[src/design/scms_pkg.sv]
`default_nettype none
package scms_pkg;
	// Pins from the host, all asynchronous to clk_sys.
	typedef struct packed {
		logic stepClk;
		logic rotationDirection;
		logic [2:0] stepResSel;
		logic angleInit;
		logic outputEnable;
		logic standbyN;
	} scms_pins_t;

	// Comparator and fault detector levels from the analog side.
	typedef struct packed {
		logic vbatBelowEnter;
		logic vbatAboveExit;
		logic railBelowEnter;
		logic railAboveExit;
		logic overCurrent;
		logic overTemp;
		logic loadOpen;
	} scms_sense_t;

	// Bridge polarity and current settings in percent of full scale.
	typedef struct packed {
		logic phaseAPos;
		logic phaseANeg;
		logic phaseBPos;
		logic phaseBNeg;
		logic [6:0] magA;
		logic [6:0] magB;
	} scms_drive_t;

	// Step resolution codes, first select bit most significant.
	localparam logic [2:0] RES_HOLD = 3'h0;
	localparam logic [2:0] RES_FULL = 3'h1;
	localparam logic [2:0] RES_HALF_A = 3'h2;
	localparam logic [2:0] RES_QUARTER = 3'h3;
	localparam logic [2:0] RES_HALF_B = 3'h4;
	localparam logic [2:0] RES_EIGHTH = 3'h5;
	localparam logic [2:0] RES_SIXTEENTH = 3'h6;
	localparam logic [2:0] RES_THIRTYSECOND = 3'h7;

	// One electrical cycle is 128 positions of 1/32 step; 45 degrees is 16.
	localparam int ANGLE_W = 7;
	localparam logic [6:0] ANGLE_INIT = 7'h10;
	localparam logic [6:0] QUARTER_SPAN = 7'h20;
	localparam logic [5:0] QUARTER_SPAN6 = 6'h20;
	localparam logic [6:0] MAG_FULL = 7'h64;
	localparam logic [6:0] MAG_ANOMALY_FLAG_N = 7'h47;
	localparam logic [6:0] MAG_ZERO = 7'h00;

	// Timing: the anomaly latch release time with enable low.
	localparam int CLK_PERIOD_NS = 10;
	localparam int ANOMALY_CLEAR_NS = 200000;
	localparam int ANOMALY_CLEAR_CYCLES = (ANOMALY_CLEAR_NS + CLK_PERIOD_NS - 1) / CLK_PERIOD_NS;
	localparam int PWM_PERIOD_CYCLES = 2000;

	// Register map, byte addresses on the Avalon slave.
	localparam logic [3:0] REG_STATUS = 4'h0;
	localparam logic [3:0] REG_DRIVE = 4'h4;
	localparam logic [3:0] REG_CTRL = 4'h8;
	localparam int CTRL_KILL_BIT = 0;

	// Angle increment for each resolution.
	function automatic logic [6:0] scms_step_size(input logic [2:0] res);
		case (res)
			RES_FULL: scms_step_size = 7'h20;
			RES_HALF_A: scms_step_size = 7'h10;
			RES_HALF_B: scms_step_size = 7'h10;
			RES_QUARTER: scms_step_size = 7'h08;
			RES_EIGHTH: scms_step_size = 7'h04;
			RES_SIXTEENTH: scms_step_size = 7'h02;
			RES_THIRTYSECOND: scms_step_size = 7'h01;
			default: scms_step_size = 7'h00;
		endcase
	endfunction : scms_step_size
endpackage : scms_pkg
`default_nettype wire

[src/design/scms_sync.sv]
`timescale 1ns/1ps
`default_nettype none
module scms_sync #(
	parameter int WIDTH = 1
) (
	input wire logic clk_sys,
	input wire logic rst,
	input wire logic [WIDTH-1:0] din,
	output logic [WIDTH-1:0] dout
);
	logic [WIDTH-1:0] meta_q;
	logic [WIDTH-1:0] sync_q;

	// Two flops; the first one feeds only the second.
	always_ff @(posedge clk_sys) begin
		if (rst) begin
			meta_q <= '0;
			sync_q <= '0;
		end else begin
			meta_q <= din;
			sync_q <= meta_q;
		end
	end

	assign dout = sync_q;
endmodule : scms_sync
`default_nettype wire

[src/design/scms_sine_rom.sv]
`timescale 1ns/1ps
`default_nettype none
module scms_sine_rom (
	input wire logic clk_sys,
	input wire logic [5:0] idxA,
	input wire logic [5:0] idxB,
	output logic [6:0] magA_q,
	output logic [6:0] magB_q
);
	// Quarter sine in percent, 33 points from 0 to 90 degrees.
	localparam logic [6:0] SINE_TAB [0:32] = '{
		7'h00, 7'h05, 7'h0a, 7'h0f, 7'h14, 7'h18, 7'h1d, 7'h22,
		7'h26, 7'h2b, 7'h2f, 7'h33, 7'h38, 7'h3c, 7'h3f, 7'h43,
		7'h47, 7'h4a, 7'h4d, 7'h50, 7'h53, 7'h56, 7'h58, 7'h5a,
		7'h5c, 7'h5e, 7'h60, 7'h61, 7'h62, 7'h63, 7'h64, 7'h64,
		7'h64
	};

	// Registered read keeps the table off the output paths.
	always_ff @(posedge clk_sys) begin
		magA_q <= SINE_TAB[idxA];
		magB_q <= SINE_TAB[idxB];
	end
endmodule : scms_sine_rom
`default_nettype wire

[src/design/scms_sequencer.sv]
// Notes on behaviour
// - Battery undervoltage, with hysteresis, disables motor outputs.
// - Rail undervoltage disables outputs, resets the step, drive and fault logic.
// - Logic keeps running after standby until rail fails.
// - Each rising step edge advances angle once, except in hold or angle initialise.
// - Enable gates drivers; counter keeps counting.
// - Enable low 0.2ms clears latched fault; persistent refaults.
// - Clockwise: A leads B; otherwise B leads.
// - Three select bits decode eight step resolutions.
// - Hold code gives 71 percent, monitor low.
// - Resolution change applies at next step edge.
// - Angle initialise holds 45 degrees, monitor low.
// - Initial currents 100 or 71 by mode.
// - Angle initialise takes effect on step edges.
// - Monitor pulls low at initial position and in hold.
// - Drive starts at next PWM period start.
// - Standby forces outputs off over enable.
// - Disabled outputs still let steps advance counter.
`timescale 1ns/1ps
`default_nettype none
module scms_sequencer #(
	parameter int ANOMALY_CLEAR_CYCLES = scms_pkg::ANOMALY_CLEAR_CYCLES,
	parameter int PWM_PERIOD_CYCLES = scms_pkg::PWM_PERIOD_CYCLES
) (
	input wire logic clk_sys,
	input wire logic rst,
	input wire scms_pkg::scms_pins_t ctrlPins,
	input wire scms_pkg::scms_sense_t senseFlags,
	input wire logic [3:0] avs_address,
	input wire logic avs_read,
	input wire logic avs_write,
	input wire logic [31:0] avs_writedata,
	output logic [31:0] avs_readdata,
	output logic avs_waitrequest,
	output scms_pkg::scms_drive_t motorOut,
	output logic motorOutOeN,
	output logic initialAngleMonitorOut,
	output logic initialAngleMonitorOeN,
	output logic anomalyFlagNOut,
	output logic anomalyFlagNOeN
);
	localparam int CLR_W = $clog2(ANOMALY_CLEAR_CYCLES + 1);
	localparam int PWM_W = $clog2(PWM_PERIOD_CYCLES);
	localparam logic [CLR_W-1:0] CLR_LAST = CLR_W'(ANOMALY_CLEAR_CYCLES);
	localparam logic [PWM_W-1:0] PWM_LAST = PWM_W'(PWM_PERIOD_CYCLES - 1);

	scms_pkg::scms_pins_t pins;
	scms_pkg::scms_sense_t sense;

	// Every pin and analog level is asynchronous, so all pass two flops.
	scms_sync #(
		.WIDTH($bits(scms_pkg::scms_pins_t))
	) u_pin_sync (
		.clk_sys(clk_sys),
		.rst(rst),
		.din(ctrlPins),
		.dout(pins)
	);

	scms_sync #(
		.WIDTH($bits(scms_pkg::scms_sense_t))
	) u_sense_sync (
		.clk_sys(clk_sys),
		.rst(rst),
		.din(senseFlags),
		.dout(sense)
	);

	// Undervoltage states with hysteresis from the paired comparators.
	logic batUv_q;
	logic batUv_d;
	logic railUv_q;
	logic railUv_d;
	logic logicRst;

	assign batUv_d = sense.vbatBelowEnter ? 1'b1 : (sense.vbatAboveExit ? 1'b0 : batUv_q);
	assign railUv_d = sense.railBelowEnter ? 1'b1 : (sense.railAboveExit ? 1'b0 : railUv_q);

	// Both start in undervoltage so outputs stay off until the supplies prove good.
	always_ff @(posedge clk_sys) begin
		if (rst) begin
			batUv_q <= 1'b1;
			railUv_q <= 1'b1;
		end else begin
			batUv_q <= batUv_d;
			railUv_q <= railUv_d;
		end
	end

	assign logicRst = rst | railUv_q;

	// Step edge detection on the synchronised step clock.
	logic stepPrev_q;
	logic stepRise;

	always_ff @(posedge clk_sys) begin
		if (logicRst) begin
			stepPrev_q <= 1'b0;
		end else begin
			stepPrev_q <= pins.stepClk;
		end
	end

	assign stepRise = pins.stepClk & ~stepPrev_q;

	// Angle counter and resolution, both updated on step edges.
	logic [6:0] angle_q;
	logic [6:0] angle_d;
	logic [2:0] res_q;
	logic [6:0] stepSize;
	logic [6:0] stepMask;
	logic [6:0] stepSum;
	logic [6:0] stepAligned;
	logic [6:0] stepOffset;

	// new resolution used at the edge
	assign stepSize = scms_pkg::scms_step_size(pins.stepResSel);
	assign stepMask = ~(stepSize - 7'h01);
	assign stepSum = pins.rotationDirection ? (angle_q + stepSize) : (angle_q - stepSize);
	// Full steps sit on odd multiples of 45 degrees; finer modes on their own grid.
	assign stepOffset = (pins.stepResSel == scms_pkg::RES_FULL) ? scms_pkg::ANGLE_INIT : 7'h00;
	assign stepAligned = (stepSum & stepMask) | stepOffset;

	assign angle_d = pins.angleInit ? scms_pkg::ANGLE_INIT :
		((pins.stepResSel == scms_pkg::RES_HOLD) ? angle_q : stepAligned);

	always_ff @(posedge clk_sys) begin
		if (logicRst) begin
			angle_q <= scms_pkg::ANGLE_INIT;
			res_q <= scms_pkg::RES_HOLD;
		end else if (stepRise) begin
			angle_q <= angle_d;
			res_q <= pins.stepResSel;
		end
	end

	// Phase angles: B follows the angle as a sine, A is the sine 90 degrees ahead.
	logic [6:0] angleA;
	logic [4:0] offA;
	logic [4:0] offB;
	logic [5:0] romIdxA;
	logic [5:0] romIdxB;
	logic [6:0] romMagA;
	logic [6:0] romMagB;
	logic negA_q;
	logic negB_q;
	logic [2:0] resLag_q;

	assign angleA = angle_q + scms_pkg::QUARTER_SPAN;
	assign offA = angleA[4:0];
	assign offB = angle_q[4:0];
	assign romIdxA = angleA[5] ? (scms_pkg::QUARTER_SPAN6 - {1'b0, offA}) : {1'b0, offA};
	assign romIdxB = angle_q[5] ? (scms_pkg::QUARTER_SPAN6 - {1'b0, offB}) : {1'b0, offB};

	scms_sine_rom u_sine_rom (
		.clk_sys(clk_sys),
		.idxA(romIdxA),
		.idxB(romIdxB),
		.magA_q(romMagA),
		.magB_q(romMagB)
	);

	// Sign and mode are delayed one cycle to line up with the table read.
	always_ff @(posedge clk_sys) begin
		if (logicRst) begin
			negA_q <= 1'b0;
			negB_q <= 1'b0;
			resLag_q <= scms_pkg::RES_HOLD;
		end else begin
			negA_q <= angleA[6];
			negB_q <= angle_q[6];
			resLag_q <= res_q;
		end
	end

	// Current settings by resolution.
	logic fullLevels;
	logic holdMode;
	logic [6:0] magA_d;
	logic [6:0] magB_d;

	assign holdMode = (resLag_q == scms_pkg::RES_HOLD);
	// full and half a run flat
	assign fullLevels = (resLag_q == scms_pkg::RES_FULL) | (resLag_q == scms_pkg::RES_HALF_A);
	assign magA_d = holdMode ? scms_pkg::MAG_ANOMALY_FLAG_N :
		((fullLevels && romMagA != scms_pkg::MAG_ZERO) ? scms_pkg::MAG_FULL : romMagA);
	assign magB_d = holdMode ? scms_pkg::MAG_ANOMALY_FLAG_N :
		((fullLevels && romMagB != scms_pkg::MAG_ZERO) ? scms_pkg::MAG_FULL : romMagB);

	// PWM period timer; it runs free and so is unrelated to the step clock.
	logic [PWM_W-1:0] pwmCount_q;
	logic pwmStart;

	assign pwmStart = (pwmCount_q == PWM_LAST);

	always_ff @(posedge clk_sys) begin
		if (logicRst) begin
			pwmCount_q <= '0;
		end else if (pwmStart) begin
			pwmCount_q <= '0;
		end else begin
			pwmCount_q <= pwmCount_q + PWM_W'(1);
		end
	end

	// Drive arming. Disabling is immediate; enabling waits for a period start.
	logic ctrlKill_q;
	logic driveAllowed;
	logic armed_q;
	logic armed_d;

	assign driveAllowed = pins.outputEnable & pins.standbyN & ~batUv_q & ~ctrlKill_q;
	assign armed_d = driveAllowed & (armed_q | pwmStart);

	always_ff @(posedge clk_sys) begin
		if (logicRst) begin
			armed_q <= 1'b0;
		end else begin
			armed_q <= armed_d;
		end
	end

	// Registered drive outputs; current zero leaves both legs low.
	scms_pkg::scms_drive_t drive_q;

	always_ff @(posedge clk_sys) begin
		if (logicRst) begin
			drive_q <= '0;
		end else begin
			drive_q.magA <= magA_d;
			drive_q.magB <= magB_d;
			drive_q.phaseAPos <= (magA_d != scms_pkg::MAG_ZERO) & (holdMode | ~negA_q);
			drive_q.phaseANeg <= (magA_d != scms_pkg::MAG_ZERO) & ~holdMode & negA_q;
			drive_q.phaseBPos <= (magB_d != scms_pkg::MAG_ZERO) & (holdMode | ~negB_q);
			drive_q.phaseBNeg <= (magB_d != scms_pkg::MAG_ZERO) & ~holdMode & negB_q;
		end
	end

	assign motorOut = drive_q;
	assign motorOutOeN = ~armed_q;

	// Angle monitor, low at the initial position, in hold and while initialising.
	logic monLow;

	assign monLow = (angle_q == scms_pkg::ANGLE_INIT) | (res_q == scms_pkg::RES_HOLD);
	assign initialAngleMonitorOut = 1'b0;
	assign initialAngleMonitorOeN = ~monLow;

	// Anomaly latch with release after enable has stayed low long enough.
	logic [CLR_W-1:0] enLowCount_q;
	logic enLowDone;
	logic faultLatch_q;
	logic faultLatch_d;
	logic latchFault;

	assign enLowDone = (enLowCount_q == CLR_LAST);
	assign latchFault = sense.overCurrent | sense.overTemp;
	assign faultLatch_d = latchFault | (faultLatch_q & ~enLowDone);

	always_ff @(posedge clk_sys) begin
		if (logicRst || pins.outputEnable) begin
			enLowCount_q <= '0;
		end else if (!enLowDone) begin
			enLowCount_q <= enLowCount_q + CLR_W'(1);
		end
	end

	always_ff @(posedge clk_sys) begin
		if (logicRst) begin
			faultLatch_q <= 1'b0;
		end else begin
			faultLatch_q <= faultLatch_d;
		end
	end

	// Load open is reported live; it is not latched.
	assign anomalyFlagNOut = 1'b0;
	assign anomalyFlagNOeN = ~(faultLatch_q | sense.loadOpen);

	// Avalon slave: one wait cycle, then the answer. Kept on rst only so that
	// software still sees the undervoltage state while the logic is held.
	logic ack_q;
	logic req;
	logic accept;
	logic hitStatus;
	logic hitDrive;
	logic hitCtrl;
	logic [31:0] statusWord;
	logic [31:0] driveWord;
	logic [31:0] ctrlWord;
	logic [31:0] readMux;
	logic [31:0] readdata_q;

	assign req = avs_read | avs_write;
	assign accept = req & ack_q;
	assign avs_waitrequest = req & ~ack_q;
	assign hitStatus = (avs_address == scms_pkg::REG_STATUS);
	assign hitDrive = (avs_address == scms_pkg::REG_DRIVE);
	assign hitCtrl = (avs_address == scms_pkg::REG_CTRL);

	assign statusWord = {16'h0000, faultLatch_q, sense.loadOpen, batUv_q, railUv_q,
		armed_q, res_q, 1'b0, angle_q};
	assign driveWord = {12'h000, drive_q.phaseAPos, drive_q.phaseANeg, drive_q.phaseBPos,
		drive_q.phaseBNeg, 1'b0, drive_q.magA, 1'b0, drive_q.magB};
	assign ctrlWord = {31'h00000000, ctrlKill_q};
	// Unmapped addresses read zero and ignore writes.
	assign readMux = hitStatus ? statusWord : (hitDrive ? driveWord : (hitCtrl ? ctrlWord : 32'h0));

	always_ff @(posedge clk_sys) begin
		if (rst) begin
			ack_q <= 1'b0;
			readdata_q <= 32'h0;
		end else begin
			ack_q <= req & ~ack_q;
			readdata_q <= (avs_read && !ack_q) ? readMux : readdata_q;
		end
	end

	// Software output kill, a last-resort stop beside the enable pin.
	always_ff @(posedge clk_sys) begin
		if (rst) begin
			ctrlKill_q <= 1'b0;
		end else if (accept && avs_write && hitCtrl) begin
			ctrlKill_q <= avs_writedata[scms_pkg::CTRL_KILL_BIT];
		end
	end

	assign avs_readdata = readdata_q;
endmodule : scms_sequencer
`default_nettype wire

[config.mk]
export PLATFORM = sky130hd
export DESIGN_NAME = scms_sequencer
export DESIGN_NICKNAME = d
export VERILOG_FILES = /design/src/design/scms_pkg.sv /design/src/design/scms_sync.sv /design/src/design/scms_sine_rom.sv /design/src/design/scms_sequencer.sv
export SDC_FILE = /design/constraint.sdc
export NUM_CORES = 1
export LEC_CHECK = 0
export BUFFER_PORTS_ARGS = -buffer_cell sky130_fd_sc_hd__buf_2
export CAP_MARGIN = 40
export CORE_AREA = 2 2 134 189
export CTS_CLUSTER_DIAMETER = 50
export DETAILED_ROUTE_END_ITERATION = 10
export DIE_AREA = 0 0 136 191
export SYNTH_ARGS = -nofsm -noshare
export SYNTH_HDL_FRONTEND = slang
export SYNTH_HIERARCHICAL = 1
export SYNTH_SLANG_ARGS = --single-unit
[constraint.sdc]
create_clock -name clk_sys -period 5.3 [get_ports clk_sys]
set_clock_uncertainty 0.2 [all_clocks]
set_input_delay 1.06 -clock clk_sys [delete_from_list [all_inputs] [get_ports clk_sys]]
set_output_delay 1.06 -clock clk_sys [all_outputs]
set_load 0.01 [all_outputs]
==> metrics.csv, run 1 <==
stage,metric,value,unit
detailed_routing,dr.pass1.iters,4,
clocking,cts_setup_buffers,0,
detailed_routing,drc,0,
setup_path,crit_start,angle_q[0],
job,max_cap_violations,0,
floorplanning,dieArea,26000,sq um
sta,period_share,0.661,
floorplanning,die_w,136,um
clocking,hold_buffers,0,
detailed_routing,viasPerCell,4.44,
detailed_routing,wl_met3,385,um
min_path,min-delay-start,u_sense_sync/dout[3],
place,dpl.hpwl,10100,um
power,peakVddDrop,0.234,mV
power,p_leak,2.81,nW
setup_path,r2r_setup_slack,2070,ps
place,placed_area,6540,sq um
finish,area_delta_synth_final,19.3,%
sta,hold_viol_final,0,
sta,period_needed,3500,ps
place,gp_congestion,0.836,
finish,post-route-util,0.294,
detailed_routing,drt_iter0_markers,276,
setup_path,critical_path_class,reg -> out,
global_route,grt_pass1_wl,22100,um
detailed_routing,m1WireLength,5570,um
floorplanning,rows,68,
synth,syn-instance-count,664,
finish,fill_cells,2576,
power,total_power,2.33,mW
synth,synth.top_cells.by_area,"dfxtp_1, nor2_1, ha_1, a21oi_1, xor2_1",
detailed_routing,topRoutingLayerUsed,met4,
global_route,grtUsageTotal,0.108,
finish,nets,808,
sta,slew_headroom,0.424,
sta,worstMarginPinSlew,864,ps
synth,yosysWarnings,6,
synth,synth_seq_cells,129,
detailed_routing,wl,13800,um
setup_path,critPathCaptureType,primary output,
sta,rsz0062_at_grt,false,
synth,synthDistinctLibCells,68,
clocking,insertion_delay,410,ps
detailed_routing,vias,4666,
power,p_per_area,325,nW/um^2
finish,drive_above_1_share,0.193,
floorplanning,start_util,0.247,
synth,synth.cell_area,6000,sq um
synth,postSynth.asyncResetShare,0,
synth,synth_top_area_cell,dfxtp_1,
min_path,hp-class,reg -> reg,
place,portBuffers,64,
setup_path,crit_path_max_fanout,17,
clocking,cts_made_buffers,17,
finish,stdcell_area,7160,sq um
detailed_routing,antenna_left,0,
status,status,completed,
floorplanning,core_area,24300,sq um
synth,synth_ff_type,dfxtp_1,
clocking,htreeDepth,4,
global_route,grt_antenna_before_repair,0,
floorplanning,ios,111,
finish,n_antenna_cell,0,
clocking,cts_root_buffer,clkbuf_16,
synth,synth_edf_count,0,
synth,seq_area_frac_synth,0.430,
detailed_routing,wire_per_inst,13.1,um
sta,timing.setup.tns,0,ps
sta,setup_viol,0,
clocking,ctsResizeCount,0,
global_route,gr-total-overflow,0,
setup_path,r2r_start,angle_q[0],
global_route,grt_max_degree,56,
clocking,clock-sinks,129,
detailed_routing,dr_wl_met2,7460,um
sta,fmax,286,MHz
global_route,grt_pass1_vias,4368,
sta,drv_slew,0,
setup_path,start_kind,flop,
setup_path,worstPathArrival,2240,ps
synth,yosysTopAreaCellShare,0.430,
setup_path,required,4040,ps
sta,holdWs,214,ps
synth,syn_avg_cell_area,9.04,sq um
clocking,cts_buffer_depth,2,
clocking,cts_tree,yes,
floorplanning,die_h,191,um
clocking,path_clk_slew,60,ps
[worst max-delay path, stage by stage, from the launching register on]
cell,delay (ps)
dfxtp_1,750
inv_1,140
ha_1,250
nor3b_1,170
a31oi_1,320
buf_2,200
[synthesized netlist by cell type (13+ instances only)]
cell type / count
dfxtp_1: 129
nor2_1: 91
a21oi_1: 41
nand2_1: 40
ha_1: 27
nand3_1: 23
inv_1: 22
nor3_1: 20
buf_4: 19
xor2_1: 19
nor2b_2: 17
xnor2_1: 17
a221oi_1: 15
clkbuf_1: 13
o21ai_0: 13
[cell type report]
cell class,instances,area [sq um],area share
Multi-Input combinational cell,479,3080,0.429
Sequential cell,129,2580,0.360
Clock buffer,19,443,0.0618
Timing Repair Buffer,76,405,0.0566
Tap cell,315,394,0.0550
Clock inverter,12,181,0.0253
Inverter,22,82.6,0.0115
[cells in the final DEF (no fill, tap or decap), types with 7 or more instances in the layout]
master       n
a211o_1      7
a21oi_1     41
a221oi_1    15
and2b_2      7
and3_1      12
buf_2       66
buf_4       10
clkbuf_16   17
conb_1      15
dfxtp_1    129
ha_1        27
inv_1       22
nand2_1     40
nand3_1     23
nor2_1      91
nor2b_1     12
nor2b_2     17
nor3_1      20
nor4_1       9
o21ai_0     13
xnor2_1     17
xor2_1      19
[layer usage]
| metal | track usage | up-vias |
|---|---|---|
| met2 | 0.200 | 93 |
| met3 | 0.0188 | 22 |
| met1 | 0.115 | 2167 |
| met4 | 0.0569 | 0 |
| met5 | 0 | - |
| li1 | - | 2384 |
[power breakdown]
group / internal, mW / switching (mW)
Clock: 0.799 / 0.423
Sequential: 0.992 / 0.0143
Combinational: 0.0423 / 0.0601
Total: 1.83 / 0.498
[registers in the layout, indices dropped and copies added (netlist names), 3 cells and up]
signal,count
angle_q,7
avs_readdata,19
enLowCount_q,15
motorOut,18
pwmCount_q,11
resLag_q,3
res_q,3
u_pin_sync/dout,8
u_pin_sync/meta_q,8
u_sense_sync/dout,7
u_sense_sync/meta_q,7
u_sine_rom/magA_q,7
u_sine_rom/magB_q,7
[kinds of logic (layout without fill, tap and decap cells)]
group	Yosys count	in the layout	synth area share
simple gates	280	280	0.249
flops	129	129	0.430
compound gates	109	109	0.119
buf+inv	70	129	0.0663
xor+xnor	36	36	0.0525
fa+ha+maj	30	30	0.0629
mux	9	9	0.0196
other cells	1	15	0.000625
[stage by stage]
step	instances	setup WS (ps)
after global placement	1018	1850
final	1052	1800
after global routing	1052	1670
after floorplan	678	2480
after detailed placement	1021	2100
after CTS	1052	1730
[final timing paths]
check                                         endpoint  depth (start not counted)
worst max register to register    u_sine_rom/magB_q[2]                         11
worst min-delay path                          railUv_q                          1
worst max-delay path            initialAngleMonitorOeN                          5
worst min register to register                railUv_q                          1
No activity file was read; power rests on OpenSTA's default activity.
==> run 2: changes to the inputs <==
clock period = 3.23 ns   (was 5.3 ns; I/O delays follow)
==> run 2 against run 1 <==
  * Via count increased by 0.15%
  * Critical path depth unchanged
  * Clock power increased by 50%
  * Cell count increased by 0.57%
  * Flip-flop and latch count unchanged
  * Combinational power increased by 65%
  * Sequential share of layout area increased by 0.050 points
  * Utilization about the same
  * Wire length increased by 0.28%
  * Power increased by 57%
  * Cell area decreased by 0.14%
  * Critical path type unchanged
==> metrics.csv, run 2 (same netlist as run 1, synthesis figures left out) <==
stage,metric,value,unit
clocking,hold_buffers,0,
detailed_routing,wl,13800,um
setup_path,required,2380,ps
clocking,cts_tree,yes,
job,max_cap_violations,0,
finish,nets,813,
sta,holdWs,210,ps
floorplanning,core_area,24300,sq um
global_route,grt_antenna_before_repair,1,
sta,worstMarginPinSlew,834,ps
power,p_int,2.79,mW
clocking,cts_root_buffer,clkbuf_16,
min_path,hp-class,reg -> reg,
global_route,grt_pass1_vias,4552,
sta,period_share,0.849,
detailed_routing,drc,0,
power,pwr-share-clk,0.502,
detailed_routing,vias,4673,
sta,fmax,365,MHz
floorplanning,die_w,136,um
clocking,cts_setup_buffers,0,
finish,fill_cells,2592,
global_route,grt_pass1_wl,22400,um
power,total_power,3.65,mW
finish,area_delta_synth_final,19.2,%
place,portBuffers,64,
clocking,cts_made_buffers,17,
setup_path,critPathCaptureType,primary output,
clocking,htreeDepth,4,
detailed_routing,dr.pass1.iters,4,
setup_path,cp_slowest_cell,dfxtp_1,
setup_path,r2r_start,u_pin_sync/dout[5],
setup_path,critical_path_class,reg -> out,
detailed_routing,viasPerCell,4.42,
setup_path,slowest_delay,450,ps
min_path,min-delay-start,u_sense_sync/dout[5],
detailed_routing,wire_per_inst,13.1,um
global_route,grt_max_degree,24,
detailed_routing,antenna_left,0,
sta,slew_headroom,0.440,
place,gp_congestion,0.885,
sta,drv_slew,0,
setup_path,crit_path_max_fanout,7,
clocking,clock-sinks,129,
floorplanning,ios,111,
floorplanning,dieArea,26000,sq um
finish,drive_above_1_share,0.199,
setup_path,crit_start,angle_q[0],
sta,period_needed,2740,ps
finish,n_antenna_cell,0,
clocking,cts_buffer_depth,2,
sta,hold_viol_final,0,
finish,mostFrequentLayoutCells,"dfxtp_1, nor2_1, buf_2",
power,combPwrFrac,0.046,
detailed_routing,drt_iter0_markers,246,
floorplanning,rows,68,
sta,setup_viol,0,
power,p_per_area,510,nW/um^2
floorplanning,die_h,191,um
clocking,insertion_delay,410,ps
global_route,gr-total-overflow,0,
sta,timing.setup.tns,0,ps
setup_path,crit_chain,inv_1 -> ha_1 -> nor3b_1 -> a31oi_1 -> buf_2,
clocking,path_clk_slew,60,ps
place,dpl.hpwl,10200,um
floorplanning,start_util,0.247,
status,status,completed,
sta,rsz0062_at_grt,false,
power,peakVddDrop,0.361,mV
power,p_leak,2.81,nW
power,switchingPower,0.860,mW
global_route,grtUsageTotal,0.109,
clocking,ctsResizeCount,0,
setup_path,worstPathArrival,1900,ps
finish,final_common_cell,dfxtp_1,
setup_path,critPathTopFamily,flip-flops,
setup_path,worst-path-buf-inv,2,
setup_path,start_kind,flop,
finish,largest_reg_flops,19,
power,switching_share,0.236,
power,seqPwrFrac,0.452,
==> run 2: cell count changes in the layout (fill, tap and decap cells not counted) <==
cell	before	now
buf_2	66	64
inv_8	0	1
bufinv_16	4	1
buf_4	10	17
clkinv_4	1	3
inv_6	2	3
==> run 2: path summary, 6_finish.rpt <==
kind              cells after the start  slack (ps)                endpoint
setup reg to reg                     10         500              angle_q[6]
hold reg to reg                       1         210                 batUv_q
setup / recovery                      5         490  initialAngleMonitorOeN
hold / removal                        1         210                 batUv_q
==> run 2: final cells by class <==
| type | instances | area [sq um] | area share |
|---|---|---|---|
| repair buffers | 81 | 448 | 0.0626 |
| clock buffers | 19 | 443 | 0.0619 |
| clock inverters | 13 | 129 | 0.0180 |
| well taps | 315 | 394 | 0.0551 |
| multi-input cells | 479 | 3080 | 0.430 |
| inverters | 22 | 82.6 | 0.0115 |
| flip-flops and latches | 129 | 2580 | 0.361 |
==> run 2: per-stage QoR <==
stage	std cells	setup slack [ps]	utilization	instance area (sq um)
2_1_floorplan	678	407	-	6060
3_3_place_gp	1026	518	0.271	6580
3_5_place_dp	1026	494	0.271	6580
4_1_cts	1058	474	0.294	7150
5_1_grt	1058	280	0.294	7150
6_report	1058	488	0.294	7150
==> run 2: power groups by stage <==
stage | registers, mW | logic [mW] | clock network [mW]
finish | 1.65 | 0.168 | 1.83
global route | 1.65 | 0.191 | 1.95
CTS | 1.65 | 0.171 | 1.88
detailed placement | 1.69 | 0.170 | 0
global placement | 1.69 | 0.168 | 0
floorplan | 1.68 | 0.125 | 0
==> run 2: per-layer routing <==
| layer | up-vias | part of all wire | track usage |
|---|---|---|---|
| met5 | - | 0.0012 | 0 |
| met4 | 2 | 0.025 | 0.0513 |
| met3 | 16 | 0.026 | 0.0180 |
| met2 | 64 | 0.55 | 0.210 |
| met1 | 2191 | 0.40 | 0.114 |
| li1 | 2400 | - | - |
==> run 3: changes to the inputs <==
clock period = 2.5 ns   (was 3.23 ns; I/O delays follow)
==> run 3 against run 2 <==
  * Wire length increased by 4.0%
  * Critical path depth increased by 4
  * Hold slack got worse by 110 ps
  * Clock power increased by 42%
  * Cell area increased by 4.8%
  * Non-clock buffer count increased by 31
  * Cell count increased by 2.9%
  * Utilization increased by 1.4 points
  * First-iteration DRC count decreased by 11%
  * Via count increased by 4.2%
  * Register-to-register slack got worse by 450 ps
  * Largest power group unchanged
  * Highest routed layer is now met4
==> metrics.csv, run 3 (same netlist as run 1, synthesis figures left out) <==
stage,metric,value,unit
status,status,completed,
floorplanning,ios,111,
detailed_routing,dr.pass1.iters,4,
setup_path,critical_path_class,reg -> reg,
place,dpl.hpwl,10700,um
detailed_routing,wl,14400,um
detailed_routing,vias,4870,
min_path,holdPathStages,2,
clocking,clock-sinks,129,
place,gp_congestion,0.870,
global_route,grt_antenna_before_repair,0,
power,peakVddDrop,0.491,mV
floorplanning,core_area,24300,sq um
finish,stdcell_area,7500,sq um
finish,seqCellArea,2590,sq um
place,place_inst,1057,
detailed_routing,antenna_left,0,
detailed_routing,viasPerCell,4.47,
finish,n_antenna_cell,0,
detailed_routing,wire_per_inst,13.2,um
finish,final_common_cell,dfxtp_1,
setup_path,worstPathArrival,2550,ps
global_route,grt_pass1_wl,22800,um
global_route,gr-total-overflow,0,
sta,drv_slew,0,
power,p_per_area,661,nW/um^2
finish,area_delta_synth_final,24.9,%
sta,slew_headroom,0.513,
finish,post-route-util,0.308,
floorplanning,die_h,191,um
finish,mostFrequentLayoutCells,"dfxtp_1, nor2_1, buf_2",
clocking,path_clk_slew,60,ps
place,portBuffers,64,
sta,timing.setup.tns,0,ps
place,placed_area,6830,sq um
sta,period_share,0.979,
sta,fmax,409,MHz
setup_path,r2r_cells,9,
clocking,cts_made_buffers,17,
finish,stdcell_count,1089,
finish,drive_above_1_share,0.249,
detailed_routing,drt_iter0_markers,218,
clocking,cts_buffer_depth,2,
power,total_power,4.96,mW
sta,hold_viol_final,0,
detailed_routing,drc,0,
sta,setup_viol,0,
finish,multi_input_area,3120,sq um
setup_path,critPathCaptureType,flop,
job,max_cap_violations,0,
floorplanning,die_w,136,um
clocking,cts_tree,yes,
global_route,grtUsageTotal,0.111,
sta,period_needed,2450,ps
floorplanning,rows,68,
power,p_leak,3.00,nW
floorplanning,dieArea,26000,sq um
min_path,hp-class,in -> reg,
clocking,htreeDepth,4,
finish,nets,844,
sta,worstMarginPinSlew,726,ps
finish,largest_reg_flops,19,
global_route,grt_max_degree,30,
finish,fill_cells,2577,
setup_path,crit_path_max_fanout,9,
setup_path,required,2600,ps
clocking,insertion_delay,410,ps
setup_path,start_kind,flop,
global_route,grt_pass1_vias,4662,
floorplanning,start_util,0.247,
clocking,cts_root_buffer,clkbuf_16,
clocking,cts_setup_buffers,0,
## run 3: final timing paths
path	startpoint	end	slack, ps
worst min-delay path	senseFlags[6]	u_sense_sync/meta_q[6]	100
worst max-delay path	u_pin_sync/dout[5]	angle_q[6]	50
worst min register to register	u_sense_sync/dout[5]	batUv_q	210
worst max register to register	u_pin_sync/dout[5]	angle_q[6]	50
## run 3: power by group
part / internal, mW / leakage [nW] / switching [mW]
combinational: 0.103 / 1.66 / 0.138
clock: 1.67 / 0.290 / 0.922
sequential: 2.10 / 1.05 / 0.0255
## run 3: layout make-up
cell class,instances,area share
Timing Repair Buffer,112,0.0924
Multi-Input combinational cell,479,0.416
Sequential cell,129,0.345
Clock buffer,19,0.0577
Inverter,22,0.0110
Tap cell,315,0.0526
Clock inverter,13,0.0249
## run 3: worst max-delay path: stages (launching register included)
cell and delay [ps]:
dfxtp_1 320, buf_4 170, nor3_1 250, a21oi_1 80, ha_1 210, or4_1 490
mux2i_2 200, nor3_1 90, o21a_1 180, o21a_1 160
## run 3: stage by stage
| stage | setup WS (ps) | hold slack [ps] |
|---|---|---|
| after global routing | -42.5 | 85.8 |
| after global placement | 47.8 | 194 |
| after detailed placement | 48.9 | 204 |
| after floorplan | 50.2 | 188 |
| final | 53.4 | 95.6 |
| after CTS | 16.5 | 81.8 |
## run 3: layer usage
metal / share of wire / vias up / routed length (um) / track usage
li1: - / 2459 / - / -
met1: 0.40 / 2311 / 5710 / 0.112
met2: 0.56 / 78 / 8020 / 0.220
met3: 0.024 / 22 / 349 / 0.0170
met4: 0.022 / 0 / 312 / 0.0457
met5: 0 / - / 0 / 0
## run 3: repair_timing
action,in CTS,in global routing
gates resized for setup,3,12
hold buffers,0,0
setup endpoints to repair,1,6
